--- src/hdl/usu_pkg.sv ---
/*
  Constants, field layout and state type of the universal serial unit.
  Assumes an APB register bus with 32-bit data and word-aligned registers.
*/
// Functional notes
// - Data register reads and writes hit shifter directly
// - Data write beats a same-cycle shift clock
// - Shift toward MSB on the selected clock
// - Pin inputs usable even with outputs disabled
// - Serial output comes from bit 7 via latch
// - Latch half-open external, always open internal
// - Open latch passes new MSB at once
// - Data output driven only when direction bit set
// - Two-wire start condition sets start flag
// - Start flag write-one clear releases clock hold
// - Non two-wire external clock edge sets start
// - Start interrupt when flag and both enables
// - Counter wrap 15 to 0 sets overflow
// - Overflow write-one clear releases clock hold
// - Overflow interrupt when flag and both enables
// - Two-wire stop sets stop flag, no interrupt
// - Collision bit is bit 7 versus pin
// - Counter readable and writable in status
// - Counter counts every selected clock
// - External source with strobe bit uses toggle
// - Pending flag interrupts once enables set
// - Wire mode affects outputs, start/stop detection and clock hold
// - Wire mode codes off, three-wire, two-wire
// - Mode 11 holds clock low on overflow
// - Source 10 shifts rising, counts both edges
package usu_pkg;

  // ==========================================================
  // Register indices, byte address is four times the index
  // ==========================================================
  localparam logic [7:0] IDX_CTRL   = 8'hb8;
  localparam logic [7:0] IDX_STATUS = 8'hb9;
  localparam logic [7:0] IDX_DATA   = 8'hba;
  localparam logic [7:0] IDX_PORT   = 8'hbb;

  // ==========================================================
  // Field positions
  // ==========================================================
  localparam int CTRL_SIE    = 7;
  localparam int CTRL_OIE    = 6;
  localparam int CTRL_WM_LO  = 4;
  localparam int CTRL_CS_LO  = 2;
  localparam int CTRL_CLK    = 1;
  localparam int CTRL_TC     = 0;
  localparam int STAT_START  = 7;
  localparam int STAT_OVF    = 6;
  localparam int STAT_STOP   = 5;
  localparam int PORT_DDIR   = 0;
  localparam int PORT_CDIR   = 1;
  localparam int PORT_DPORT  = 2;
  localparam int PORT_CPORT  = 3;
  localparam int PORT_GIE    = 4;

  // ==========================================================
  // Encodings and reset values
  // ==========================================================
  localparam logic [1:0] WM_OFF   = 2'h0;
  localparam logic [1:0] WM_THREE = 2'h1;
  localparam logic [1:0] WM_TWO_H = 2'h3;
  localparam logic [1:0] CS_SOFT  = 2'h0;
  localparam logic [1:0] CS_TIMER = 2'h1;
  localparam logic [7:0] RST_REG  = 8'h00;
  localparam logic [3:0] CNT_MAX  = 4'hf;

  typedef struct packed {
    logic [7:0] sr;
    logic       latch;
    logic [3:0] cnt;
    logic       start_f;
    logic       ovf_f;
    logic       stop_f;
    logic       start_hold;
    logic       sie;
    logic       oie;
    logic [1:0] wm;
    logic [1:0] cs;
    logic       clk_sel;
    logic       data_dir;
    logic       clk_dir;
    logic       data_port;
    logic       clk_port;
    logic       gie;
    logic       sda_prev;
    logic       scl_prev;
  } usu_state_s;

endpackage

--- src/hdl/usu_sync.sv ---
/*
  Two-flop synchroniser for pin levels entering the pclk domain.
  Assumes inputs may change at any time relative to pclk.
*/
`timescale 1ns/10ps
module usu_sync #(
  parameter int W = 2
) (
  input  wire logic         pclk,
  input  wire logic         presetn,
  input  wire logic [W-1:0] async_in,
  output logic      [W-1:0] sync_out
);

  typedef struct packed {
    logic [W-1:0] meta;
    logic [W-1:0] stable;
  } usu_sync_s;

  usu_sync_s st;
  usu_sync_s next_st;

  // ==========================================================
  // First stage feeds only the second
  // ==========================================================
  always_comb begin
    next_st        = st;
    next_st.meta   = async_in;
    next_st.stable = st.meta;
  end

  always_ff @(posedge pclk or negedge presetn) begin
    if (!presetn) begin
      st <= '0;
    end else begin
      st <= next_st;
    end
  end

  assign sync_out = st.stable;

endmodule

--- src/hdl/usu_core.sv ---
/*
  Universal serial unit: 8-bit shifter, 4-bit clock counter, start and
  stop detection, two-wire clock hold, APB register slave.
  Assumes pin inputs are asynchronous and timer_match is a pclk pulse.
*/
// Design decision made here: the APB slave port.
`timescale 1ns/10ps
module usu_core
  import usu_pkg::*;
#(
  parameter int AW = 12
) (
  input  wire logic          pclk,
  input  wire logic          presetn,
  input  wire logic          psel,
  input  wire logic          penable,
  input  wire logic          pwrite,
  input  wire logic [AW-1:0] paddr,
  input  wire logic [31:0]   pwdata,
  output logic      [31:0]   prdata,
  output logic               pready,
  output logic               pslverr,
  input  wire logic          timer_match,
  input  wire logic          serial_in_pin,
  output logic               data_o,
  output logic               data_oe,
  input  wire logic          serial_clock_pin,
  output logic               sclk_o,
  output logic               sclk_oe,
  output logic               start_irq,
  output logic               overflow_irq,
  output logic               wake_any_sleep,
  output logic               wake_idle_sleep
);

  usu_state_s st;
  usu_state_s next_st;

  logic [1:0]    pins_s;
  logic          sda_s;
  logic          scl_s;
  logic [AW-3:0] word_idx;
  logic          acc;
  logic          wr;
  logic          sel_ctrl;
  logic          sel_stat;
  logic          sel_data;
  logic          sel_port;
  logic          mapped;
  logic          ctrl_wr;
  logic          stat_wr;
  logic          data_wr;
  logic          port_wr;
  logic          scl_rise;
  logic          scl_fall;
  logic          sda_rise;
  logic          sda_fall;
  logic          ext_src;
  logic          sw_strobe;
  logic          tc_strobe;
  logic          timer_tick;
  logic          ext_shift;
  logic          ext_count;
  logic          shift_tick;
  logic          cnt_tick;
  logic          latch_open;
  logic          start_set;
  logic          stop_set;
  logic          two_wire;
  logic          scl_hold;
  logic          collision;

  // ==========================================================
  // Pin synchronisation
  // ==========================================================
  // Inputs are always sampled whatever the wire mode
  usu_sync #(
    .W (2)
  ) u_sync (
    .pclk     (pclk),
    .presetn  (presetn),
    .async_in ({serial_clock_pin, serial_in_pin}),
    .sync_out (pins_s)
  );

  assign sda_s    = pins_s[0];
  assign scl_s    = pins_s[1];
  assign scl_rise = scl_s & ~st.scl_prev;
  assign scl_fall = ~scl_s & st.scl_prev;
  assign sda_rise = sda_s & ~st.sda_prev;
  assign sda_fall = ~sda_s & st.sda_prev;

  // ==========================================================
  // APB decode
  // ==========================================================
  // Zero wait states; unmapped words answer with an error
  assign word_idx = paddr[AW-1:2];
  assign acc      = psel & penable;
  assign wr       = acc & pwrite;
  assign sel_ctrl = word_idx == (AW-2)'(IDX_CTRL);
  assign sel_stat = word_idx == (AW-2)'(IDX_STATUS);
  assign sel_data = word_idx == (AW-2)'(IDX_DATA);
  assign sel_port = word_idx == (AW-2)'(IDX_PORT);
  assign mapped   = sel_ctrl | sel_stat | sel_data | sel_port;
  assign ctrl_wr  = wr & sel_ctrl;
  assign stat_wr  = wr & sel_stat;
  assign data_wr  = wr & sel_data;
  assign port_wr  = wr & sel_port;
  assign pready   = 1'b1;
  assign pslverr  = acc & ~mapped;

  assign collision = st.sr[7] ^ sda_s;

  always_comb begin
    prdata = 32'h0000_0000;
    if (sel_ctrl) begin
      prdata[7:0] = {st.sie, st.oie, st.wm, st.cs, 2'h0};
    end else if (sel_stat) begin
      prdata[7:0] = {st.start_f, st.ovf_f, st.stop_f, collision, st.cnt};
    end else if (sel_data) begin
      prdata[7:0] = st.sr;
    end else if (sel_port) begin
      prdata[7:0] = {3'h0, st.gie, st.clk_port, st.data_port, st.clk_dir, st.data_dir};
    end
  end

  // ==========================================================
  // Clock source selection
  // ==========================================================
  assign ext_src    = st.cs[1];
  assign sw_strobe  = ctrl_wr & pwdata[CTRL_CLK] &
                      (pwdata[CTRL_CS_LO+1:CTRL_CS_LO] == CS_SOFT);
  assign tc_strobe  = ctrl_wr & pwdata[CTRL_TC] & pwdata[CTRL_CS_LO+1] &
                      pwdata[CTRL_CLK];
  assign timer_tick = (st.cs == CS_TIMER) & timer_match;
  // Source 10 shifts on rise, 11 on fall; counter sees both edges
  assign ext_shift  = ext_src & ~st.clk_sel &
                      (st.cs[0] ? scl_fall : scl_rise);
  assign ext_count  = ext_src & ~st.clk_sel & (scl_rise | scl_fall);
  assign shift_tick = sw_strobe | tc_strobe | timer_tick | ext_shift;
  assign cnt_tick   = sw_strobe | tc_strobe | timer_tick | ext_count;

  // Latch is open in the half-cycle opposite the sampling edge
  assign latch_open = ~ext_src | (st.cs[0] ? scl_s : ~scl_s);

  // ==========================================================
  // Line condition detection
  // ==========================================================
  assign two_wire  = st.wm[1];
  assign start_set = (two_wire & sda_fall & scl_s) |
                     (~two_wire & ext_src & ~st.clk_sel & (scl_rise | scl_fall));
  assign stop_set  = two_wire & sda_rise & scl_s;

  // ==========================================================
  // Next state
  // ==========================================================
  always_comb begin
    next_st          = st;
    next_st.sda_prev = sda_s;
    next_st.scl_prev = scl_s;

    // Shifter: a data write in the same cycle wins over the shift
    if (data_wr) begin
      next_st.sr = pwdata[7:0];
    end else if (shift_tick) begin
      next_st.sr = {st.sr[6:0], sda_s};
    end
    next_st.latch = latch_open ? next_st.sr[7] : st.latch;

    // Counter: software write beats a clock in the same cycle
    if (stat_wr) begin
      next_st.cnt = pwdata[3:0];
    end else if (cnt_tick) begin
      next_st.cnt = st.cnt + 4'h1;
    end

    // Flags: start and stop hardware set wins over write-one clear; a status write blocks the overflow set
    next_st.start_f = start_set |
                      (st.start_f & ~(stat_wr & pwdata[STAT_START]));
    next_st.ovf_f   = (cnt_tick & ~stat_wr & (st.cnt == CNT_MAX)) |
                      (st.ovf_f & ~(stat_wr & pwdata[STAT_OVF]));
    next_st.stop_f  = stop_set |
                      (st.stop_f & ~(stat_wr & pwdata[STAT_STOP]));

    // Start hold grabs the clock at the master's first falling edge
    if (!next_st.start_f || !two_wire) begin
      next_st.start_hold = 1'b0;
    end else if (st.start_f && scl_fall) begin
      next_st.start_hold = 1'b1;
    end

    if (ctrl_wr) begin
      next_st.sie     = pwdata[CTRL_SIE];
      next_st.oie     = pwdata[CTRL_OIE];
      next_st.wm      = pwdata[CTRL_WM_LO+1:CTRL_WM_LO];
      next_st.cs      = pwdata[CTRL_CS_LO+1:CTRL_CS_LO];
      next_st.clk_sel = pwdata[CTRL_CLK];
    end

    if (port_wr) begin
      next_st.data_dir  = pwdata[PORT_DDIR];
      next_st.clk_dir   = pwdata[PORT_CDIR];
      next_st.data_port = pwdata[PORT_DPORT];
      next_st.clk_port  = pwdata[PORT_CPORT];
      next_st.gie       = pwdata[PORT_GIE];
    end else if (ctrl_wr && pwdata[CTRL_TC]) begin
      // Toggle strobe lets a master make its clock from software
      next_st.clk_port = ~st.clk_port;
    end
  end

  always_ff @(posedge pclk or negedge presetn) begin
    if (!presetn) begin
      st <= '0;
    end else begin
      st <= next_st;
    end
  end

  // ==========================================================
  // Pin drive
  // ==========================================================
  // Two-wire lines are open drain: only ever pulled low
  assign scl_hold = two_wire &
                    (st.start_hold | ((st.wm == WM_TWO_H) & st.ovf_f));
  assign data_oe  = st.data_dir & (~two_wire | ~st.latch | ~st.data_port);
  assign data_o   = ~two_wire & ((st.wm == WM_THREE) ? st.latch : st.data_port);
  assign sclk_oe  = st.clk_dir & (~two_wire | ~st.clk_port | scl_hold);
  assign sclk_o   = ~two_wire & st.clk_port;

  // ==========================================================
  // Interrupt requests
  // ==========================================================
  // Level requests, so a pending flag fires as soon as enabled
  assign start_irq       = st.start_f & st.sie & st.gie;
  assign overflow_irq    = st.ovf_f & st.oie & st.gie;
  assign wake_any_sleep  = start_irq;
  assign wake_idle_sleep = overflow_irq;
endmodule

--- config.mk ---
export PLATFORM = sky130hd
export DESIGN_NAME = usu_core
export DESIGN_NICKNAME = d
export VERILOG_FILES = /design/src/hdl/usu_pkg.sv /design/src/hdl/usu_sync.sv /design/src/hdl/usu_core.sv
export SDC_FILE = /design/constraint.sdc
export NUM_CORES = 1
export LEC_CHECK = 0
export ABC_CLOCK_PERIOD_IN_PS = 3900
export BUFFER_PORTS_ARGS = -buffer_cell sky130_fd_sc_hd__buf_2
export CORE_MARGIN = 8
export CORE_UTILIZATION = 49
export CTS_BUF_LIST = sky130_fd_sc_hd__clkbuf_4 sky130_fd_sc_hd__clkbuf_8
export DETAILED_ROUTE_END_ITERATION = 7
export MAX_ROUTING_LAYER = met4
export PLACE_DENSITY = 0.82
export REMOVE_ABC_BUFFERS = 1
export SETUP_SLACK_MARGIN = 0.05
export SYNTH_ARGS = -nofsm -noshare
export SYNTH_HDL_FRONTEND = slang
export SYNTH_HIERARCHICAL = 1
export SYNTH_SLANG_ARGS = --single-unit
export TNS_END_PERCENT = 100
--- constraint.sdc ---
create_clock -name pclk -period 3.9 [get_ports pclk]
set_input_delay 0.975 -clock pclk [delete_from_list [all_inputs] [get_ports pclk]]
set_output_delay 0.975 -clock pclk [all_outputs]
set_load 0.02 [all_outputs]
=== Yosys cells after proc, flatten, opt, wreduce, memory -nomap -nowiden ===
Index checks and enable logic that the tools add are counted.

* Register bits: 35
* Input bits: 52
* Output and inout bits: 42
* Logic and storage cells: 135

* Add/sub/neg operators: 1
* Equality and inequality tests: 8
* Mux-type cells: 15
* Bitwise gates (word level): 79
* Reduce and logical (&&, ||, !) cells: 10

{| class="wikitable"
|+ Operator list
! operator !! number
|-
| 1-bit bitwise AND || 45
|-
| 10-bit by 8-bit == test with 1-bit output, second input constant || 4
|-
| 8-bit two-way mux || 5
|-
| 1-bit bitwise OR || 18
|-
| 1-bit NOT || 15
|-
| 4-bit two-way mux || 2
|-
| 2-bit nonzero test || 4
|-
| 1-bit two-way mux || 7
|-
| 5-bit two-way mux || 1
|-
| 4-bit by 1-bit adder with 4-bit output, second input constant || 1
|-
| 2-bit by 1-bit == test with 1-bit output, second input constant || 2
|-
| 4-bit == test, second input constant || 1
|-
| 2-bit == test, second input constant || 1
|-
| 1-bit logical AND || 2
|-
| 1-bit logical NOT || 2
|-
| 2-bit logical NOT || 1
|-
| 1-bit logical OR || 1
|-
| 1-bit XOR || 1
|}

=== Depth between registers and ports, before layout ===
* Depth in word-level cells: 12
* Gate-level depth with buffers: 8

=== Cells and area by module ===
Netlist, hierarchy kept.

{| class="wikitable"
|+ By module, submodules not included
! module !! times used !! cells each !! area each (µm²) !! seq. area each (µm²)
|-
| usu_core || 1 || 215 || 2055.7 || 775.7
|-
| usu_sync || 1 || 4 || 100.1 || 100.1
|}

=== Worst setup path before layout ===
Ideal clock, no wire load.

* Path type: input port to output port
* Start: in paddr[11]
* End: out prdata[5]
* Data arrival time: 2.812 ns
* Data required time: 2.925 ns
* Path slack: 0.113 ns
* Stages on the path: 5
* Buffers on the path: 1
* Cell sequence: or4b_1 -> clkbuf_1 -> nor3_1 -> a221oi_1 -> a21oi_1

* Longest elaborated chain between the ends: 4
* Elaborated cells between the ends (all ways): 6
* Classes of those cells: 3 x eq/ne; 3 x mux

{| class="wikitable"
|+ RTL lines
! what !! RTL line !! RTL
|-
| start, declared || usu_core.sv:18 || <nowiki>input wire logic [AW-1:0] paddr,</nowiki>
|-
| 10-bit by 8-bit == test with 1-bit output || usu_core.sv:102 || <nowiki>assign sel_data = word_idx == (AW-2)'(IDX_DATA);</nowiki>
|-
| 8-bit two-way mux || usu_core.sv:120 || <nowiki>end else if (sel_data) begin</nowiki>
|-
| 8-bit two-way mux || usu_core.sv:118 || <nowiki>end else if (sel_stat) begin</nowiki>
|-
| 8-bit two-way mux (*) || usu_core.sv:116 || <nowiki>if (sel_ctrl) begin</nowiki>
|-
| end, declared || usu_core.sv:20 || <nowiki>output logic [31:0] prdata,</nowiki>
|}

Mark *: on every way between the ends. The rest lies on a longest branch, timed or not.

=== Final worst setup path ===
* Start: in paddr[11]
* End: out prdata[2]

* Longest elaborated chain between the ends: 5
* Elaborated cells between the ends (all ways): 8
* Classes of those cells: 4 x eq/ne; 4 x mux

{| class="wikitable"
|+ RTL lines
! what !! RTL line !! RTL
|-
| 10-bit by 8-bit == test with 1-bit output || usu_core.sv:103 || <nowiki>assign sel_port = word_idx == (AW-2)'(IDX_PORT);</nowiki>
|-
| 5-bit two-way mux || usu_core.sv:122 || <nowiki>end else if (sel_port) begin</nowiki>
|-
| 8-bit two-way mux || usu_core.sv:120 ||
|-
| 8-bit two-way mux || usu_core.sv:118 ||
|-
| 8-bit two-way mux (*) || usu_core.sv:116 ||
|}

Marked as above.

==> out/results.tsv <==
stage	metric	value	unit
run_status	status	finished clean	
floorplan	die_y	82.3	um
setup_path	cpMostUsedCell	buf_2	
job	drv_cap	0	
synth	syn-mean-instance-area	9.84	um2
setup_path	end_kind	output pin	
routing	wl_per_cell	16.6	um
routing	drcViolationCount	0	
floorplan	die_area	0.00678	mm2
setup_path	slowest_delay	670	ps
clocking	clockBufferDepth	2	
cells_and_area	n_antenna_cell	0	
sta	hold_viol_final	0	
power	power.total	0.789	mW
synth	async_flop_share	100	%
synth	synth_seq_cells	35	
synth	yosysSeqAreaShare	40.6	%
floorplan	start_util	50.2	%
hold_path	hp-class	reg -> reg	
global_routing	grt_first_pass_wirelength	7.91	mm
sta	final.period_utilization	95.1	%
setup_path	path_class	in -> out	
global_routing	globalRouteOverflowTotal	0	
clocking	clk_pin_slew	60	ps
setup_path	cp-start-kind	input pin	
synth	yosys-top-cells-count	dfrtp_1, nand2_1, buf_4, mux2i_1, o21ai_0	
power	clockPowerShare	41.4	%
synth	synth_top_area_share	40.6	%
clocking	cts-root-buf	clkbuf_8	
power	power.switching	0.202	mW
routing	vias	1729	
synth	synth_cells	219	
setup_path	critPathMaxFanout	7	
power	combPwrFrac	10.6	%
floorplan	pin_count	94	
synth	synth_area_leaders	dfrtp_1, buf_4, mux2i_1	
global_routing	grt_max_degree	36	
routing	ant_nets	0	
cells_and_area	fin_nets	315	
cells_and_area	layout-drive-gt1-share	28.0	%
clocking	post_cts_buffers	0	
sta	finalSetupTns	0	ps
sta	setup_viol	0	
global_routing	grt_use_total	16.0	%
power	power_density	327	mW/mm2
sta	fmax	0.270	GHz
sta	slew_headroom	48.5	%
global_routing	grt_pass1_vias	1675	
sta	fin_ws	191	ps
clocking	hold_buffers	0	
synth	syn_area	0.00216	mm2
synth	yosys.area.top_type	dfrtp_1	
cells_and_area	syn_to_final_growth	12.0	%
power	power_frac_seq	48.0	%
clocking	cts_tree	done	
clocking	cts_resized	0	
power	p_int	0.586	mW
sta	period_minus_slack	3710	ps
placed_design	portBuffers	42	
synth	synth_edf_count	0	
clocking	cts_buffers	5	
sta	worst_pin_slew	772	ps
floorplan	die_width	82.3	um
routing	dr.pass1.iters	4	
clocking	clk_latency	300	ps
sta	timing.hold.ws	351	ps
global_routing	antenna_found_initial	0	
synth	ys_types	43	
placed_design	finalWeightedCongestion	0.850	
synth	yosysWarnings	6	
sta	fin_skew	11.1	ps
power	p_leak	1.22	nW
floorplan	rows	24	
synth	yosys_most_used_dff	dfrtp_1	
setup_path	crit_chain	buf_2 > or4b_1 > buf_4 > or3_1 > o22ai_1 > buf_2	
floorplan	coreArea	0.00429	mm2
power	switching_share	25.7	%
power	ir_drop	0.000283	V
setup_path	slowest_stage	or4b_1	
clocking	cts_sinks	35	
setup_path	arrival	2730	ps
clocking	h-tree-depth	2	
routing	drt_iter0_markers	95	
setup_path	crit_required	2920	ps
sta	finalMaxSlewViolations	0	
placed_design	hpwl	4.00	mm
synth	synth.most_common_cell	dfrtp_1	
cells_and_area	final_util	56.2	%
placed_design	pre_cts_ws	226	ps
routing	detail_route.vias_per_cell	5.52	
routing	wl	5.18	mm
sta	rsz0062_at_grt	no	
==> sequential cells by signal, summed over array words and instances (netlist names) <==
name	flops
ext_src	1
u_sync/sync_out	2
st	30
u_sync/next_st	2
==> worst max-delay path: cells and delay by family <==
kind,cells,cell delay [ps]
AND/OR/NAND/NOR,2,1050
AO/OA/AOI/OAI,1,200
buffers and inverters,3,500
==> routing by layer <==
layer | track usage [%] | part of all wire (%) | up-vias
li1 | - | - | 803
met1 | 19.1 | 42 | 850
met2 | 26.2 | 48 | 67
met3 | 3.35 | 8.4 | 9
met4 | 5.26 | 1.4 | 0
met5 | - | 0 | -
==> through the flow <==
step	cells	area, um2
after floorplan	206	1990
after global placement	305	2300
after detailed placement	305	2300
after CTS	313	2410
after global routing	313	2410
final	313	2410
==> layout make-up <==
class,count,area [um2]
fill,407,1880
multi-input combinational,165,1090
sequential,35,876
timing repair buffer,47,248
clock buffer,5,68.8
tap,52,65.1
clock inverter,3,43.8
inverter,6,22.5
==> cell usage in the layout, fill, tap and decap left out, types with 3 or more instances in the layout <==
master     n
buf_2     42
dfrtp_1   35
nand2_1   28
conb_1    25
mux2i_1   17
o21ai_0   11
mux2_2    10
nor2_1     8
a21oi_1    7
inv_1      6
clkbuf_8   5
buf_4      5
a221oi_1   4
and3_1     4
nand4b_1   3
xor2_1     3
nor3b_1    3
a22o_1     3
nor2b_1    3
nor4_2     3
ha_1       3
==> power groups by stage <==
stage               registers [mW]  logic [mW]  clock network (mW)
CTS                          0.378      0.0835               0.335
finish                       0.378      0.0837               0.326
global route                 0.379      0.0924               0.344
detailed placement           0.386      0.0831                   0
global placement             0.385      0.0805                   0
floorplan                    0.383      0.0480                   0
==> kinds of logic (layout without fill, tap and decap cells) <==
logic type,Yosys count,in the layout,share of synthesized area [%]
XOR/XNOR,4,4,1.63
flip-flops,35,35,40.6
AO/OA/AOI/OAI,40,40,12.3
adder cells (fa/ha/maj),3,3,1.74
buffers and inverters,42,61,12.8
other,2,25,0.348
multiplexers,28,28,14.2
AND/OR/NAND/NOR,65,65,16.4
==> path summary, 6_finish.rpt <==
check | from | end | slack, ps | cells after the start
min in group asynchronous | presetn | st[17] | 750 | 1
worst min-delay path | u_sync/next_st[0] | u_sync/sync_out[0] | 350 | 0
max in group asynchronous | presetn | st[7] | 2650 | 1
worst max register to register | u_sync/sync_out[1] | st[22] | 1860 | 7
worst min register to register | u_sync/next_st[0] | u_sync/sync_out[0] | 350 | 0
worst max-delay path | paddr[11] | prdata[2] | 190 | 6
Power figures use the tool's default switching activity.
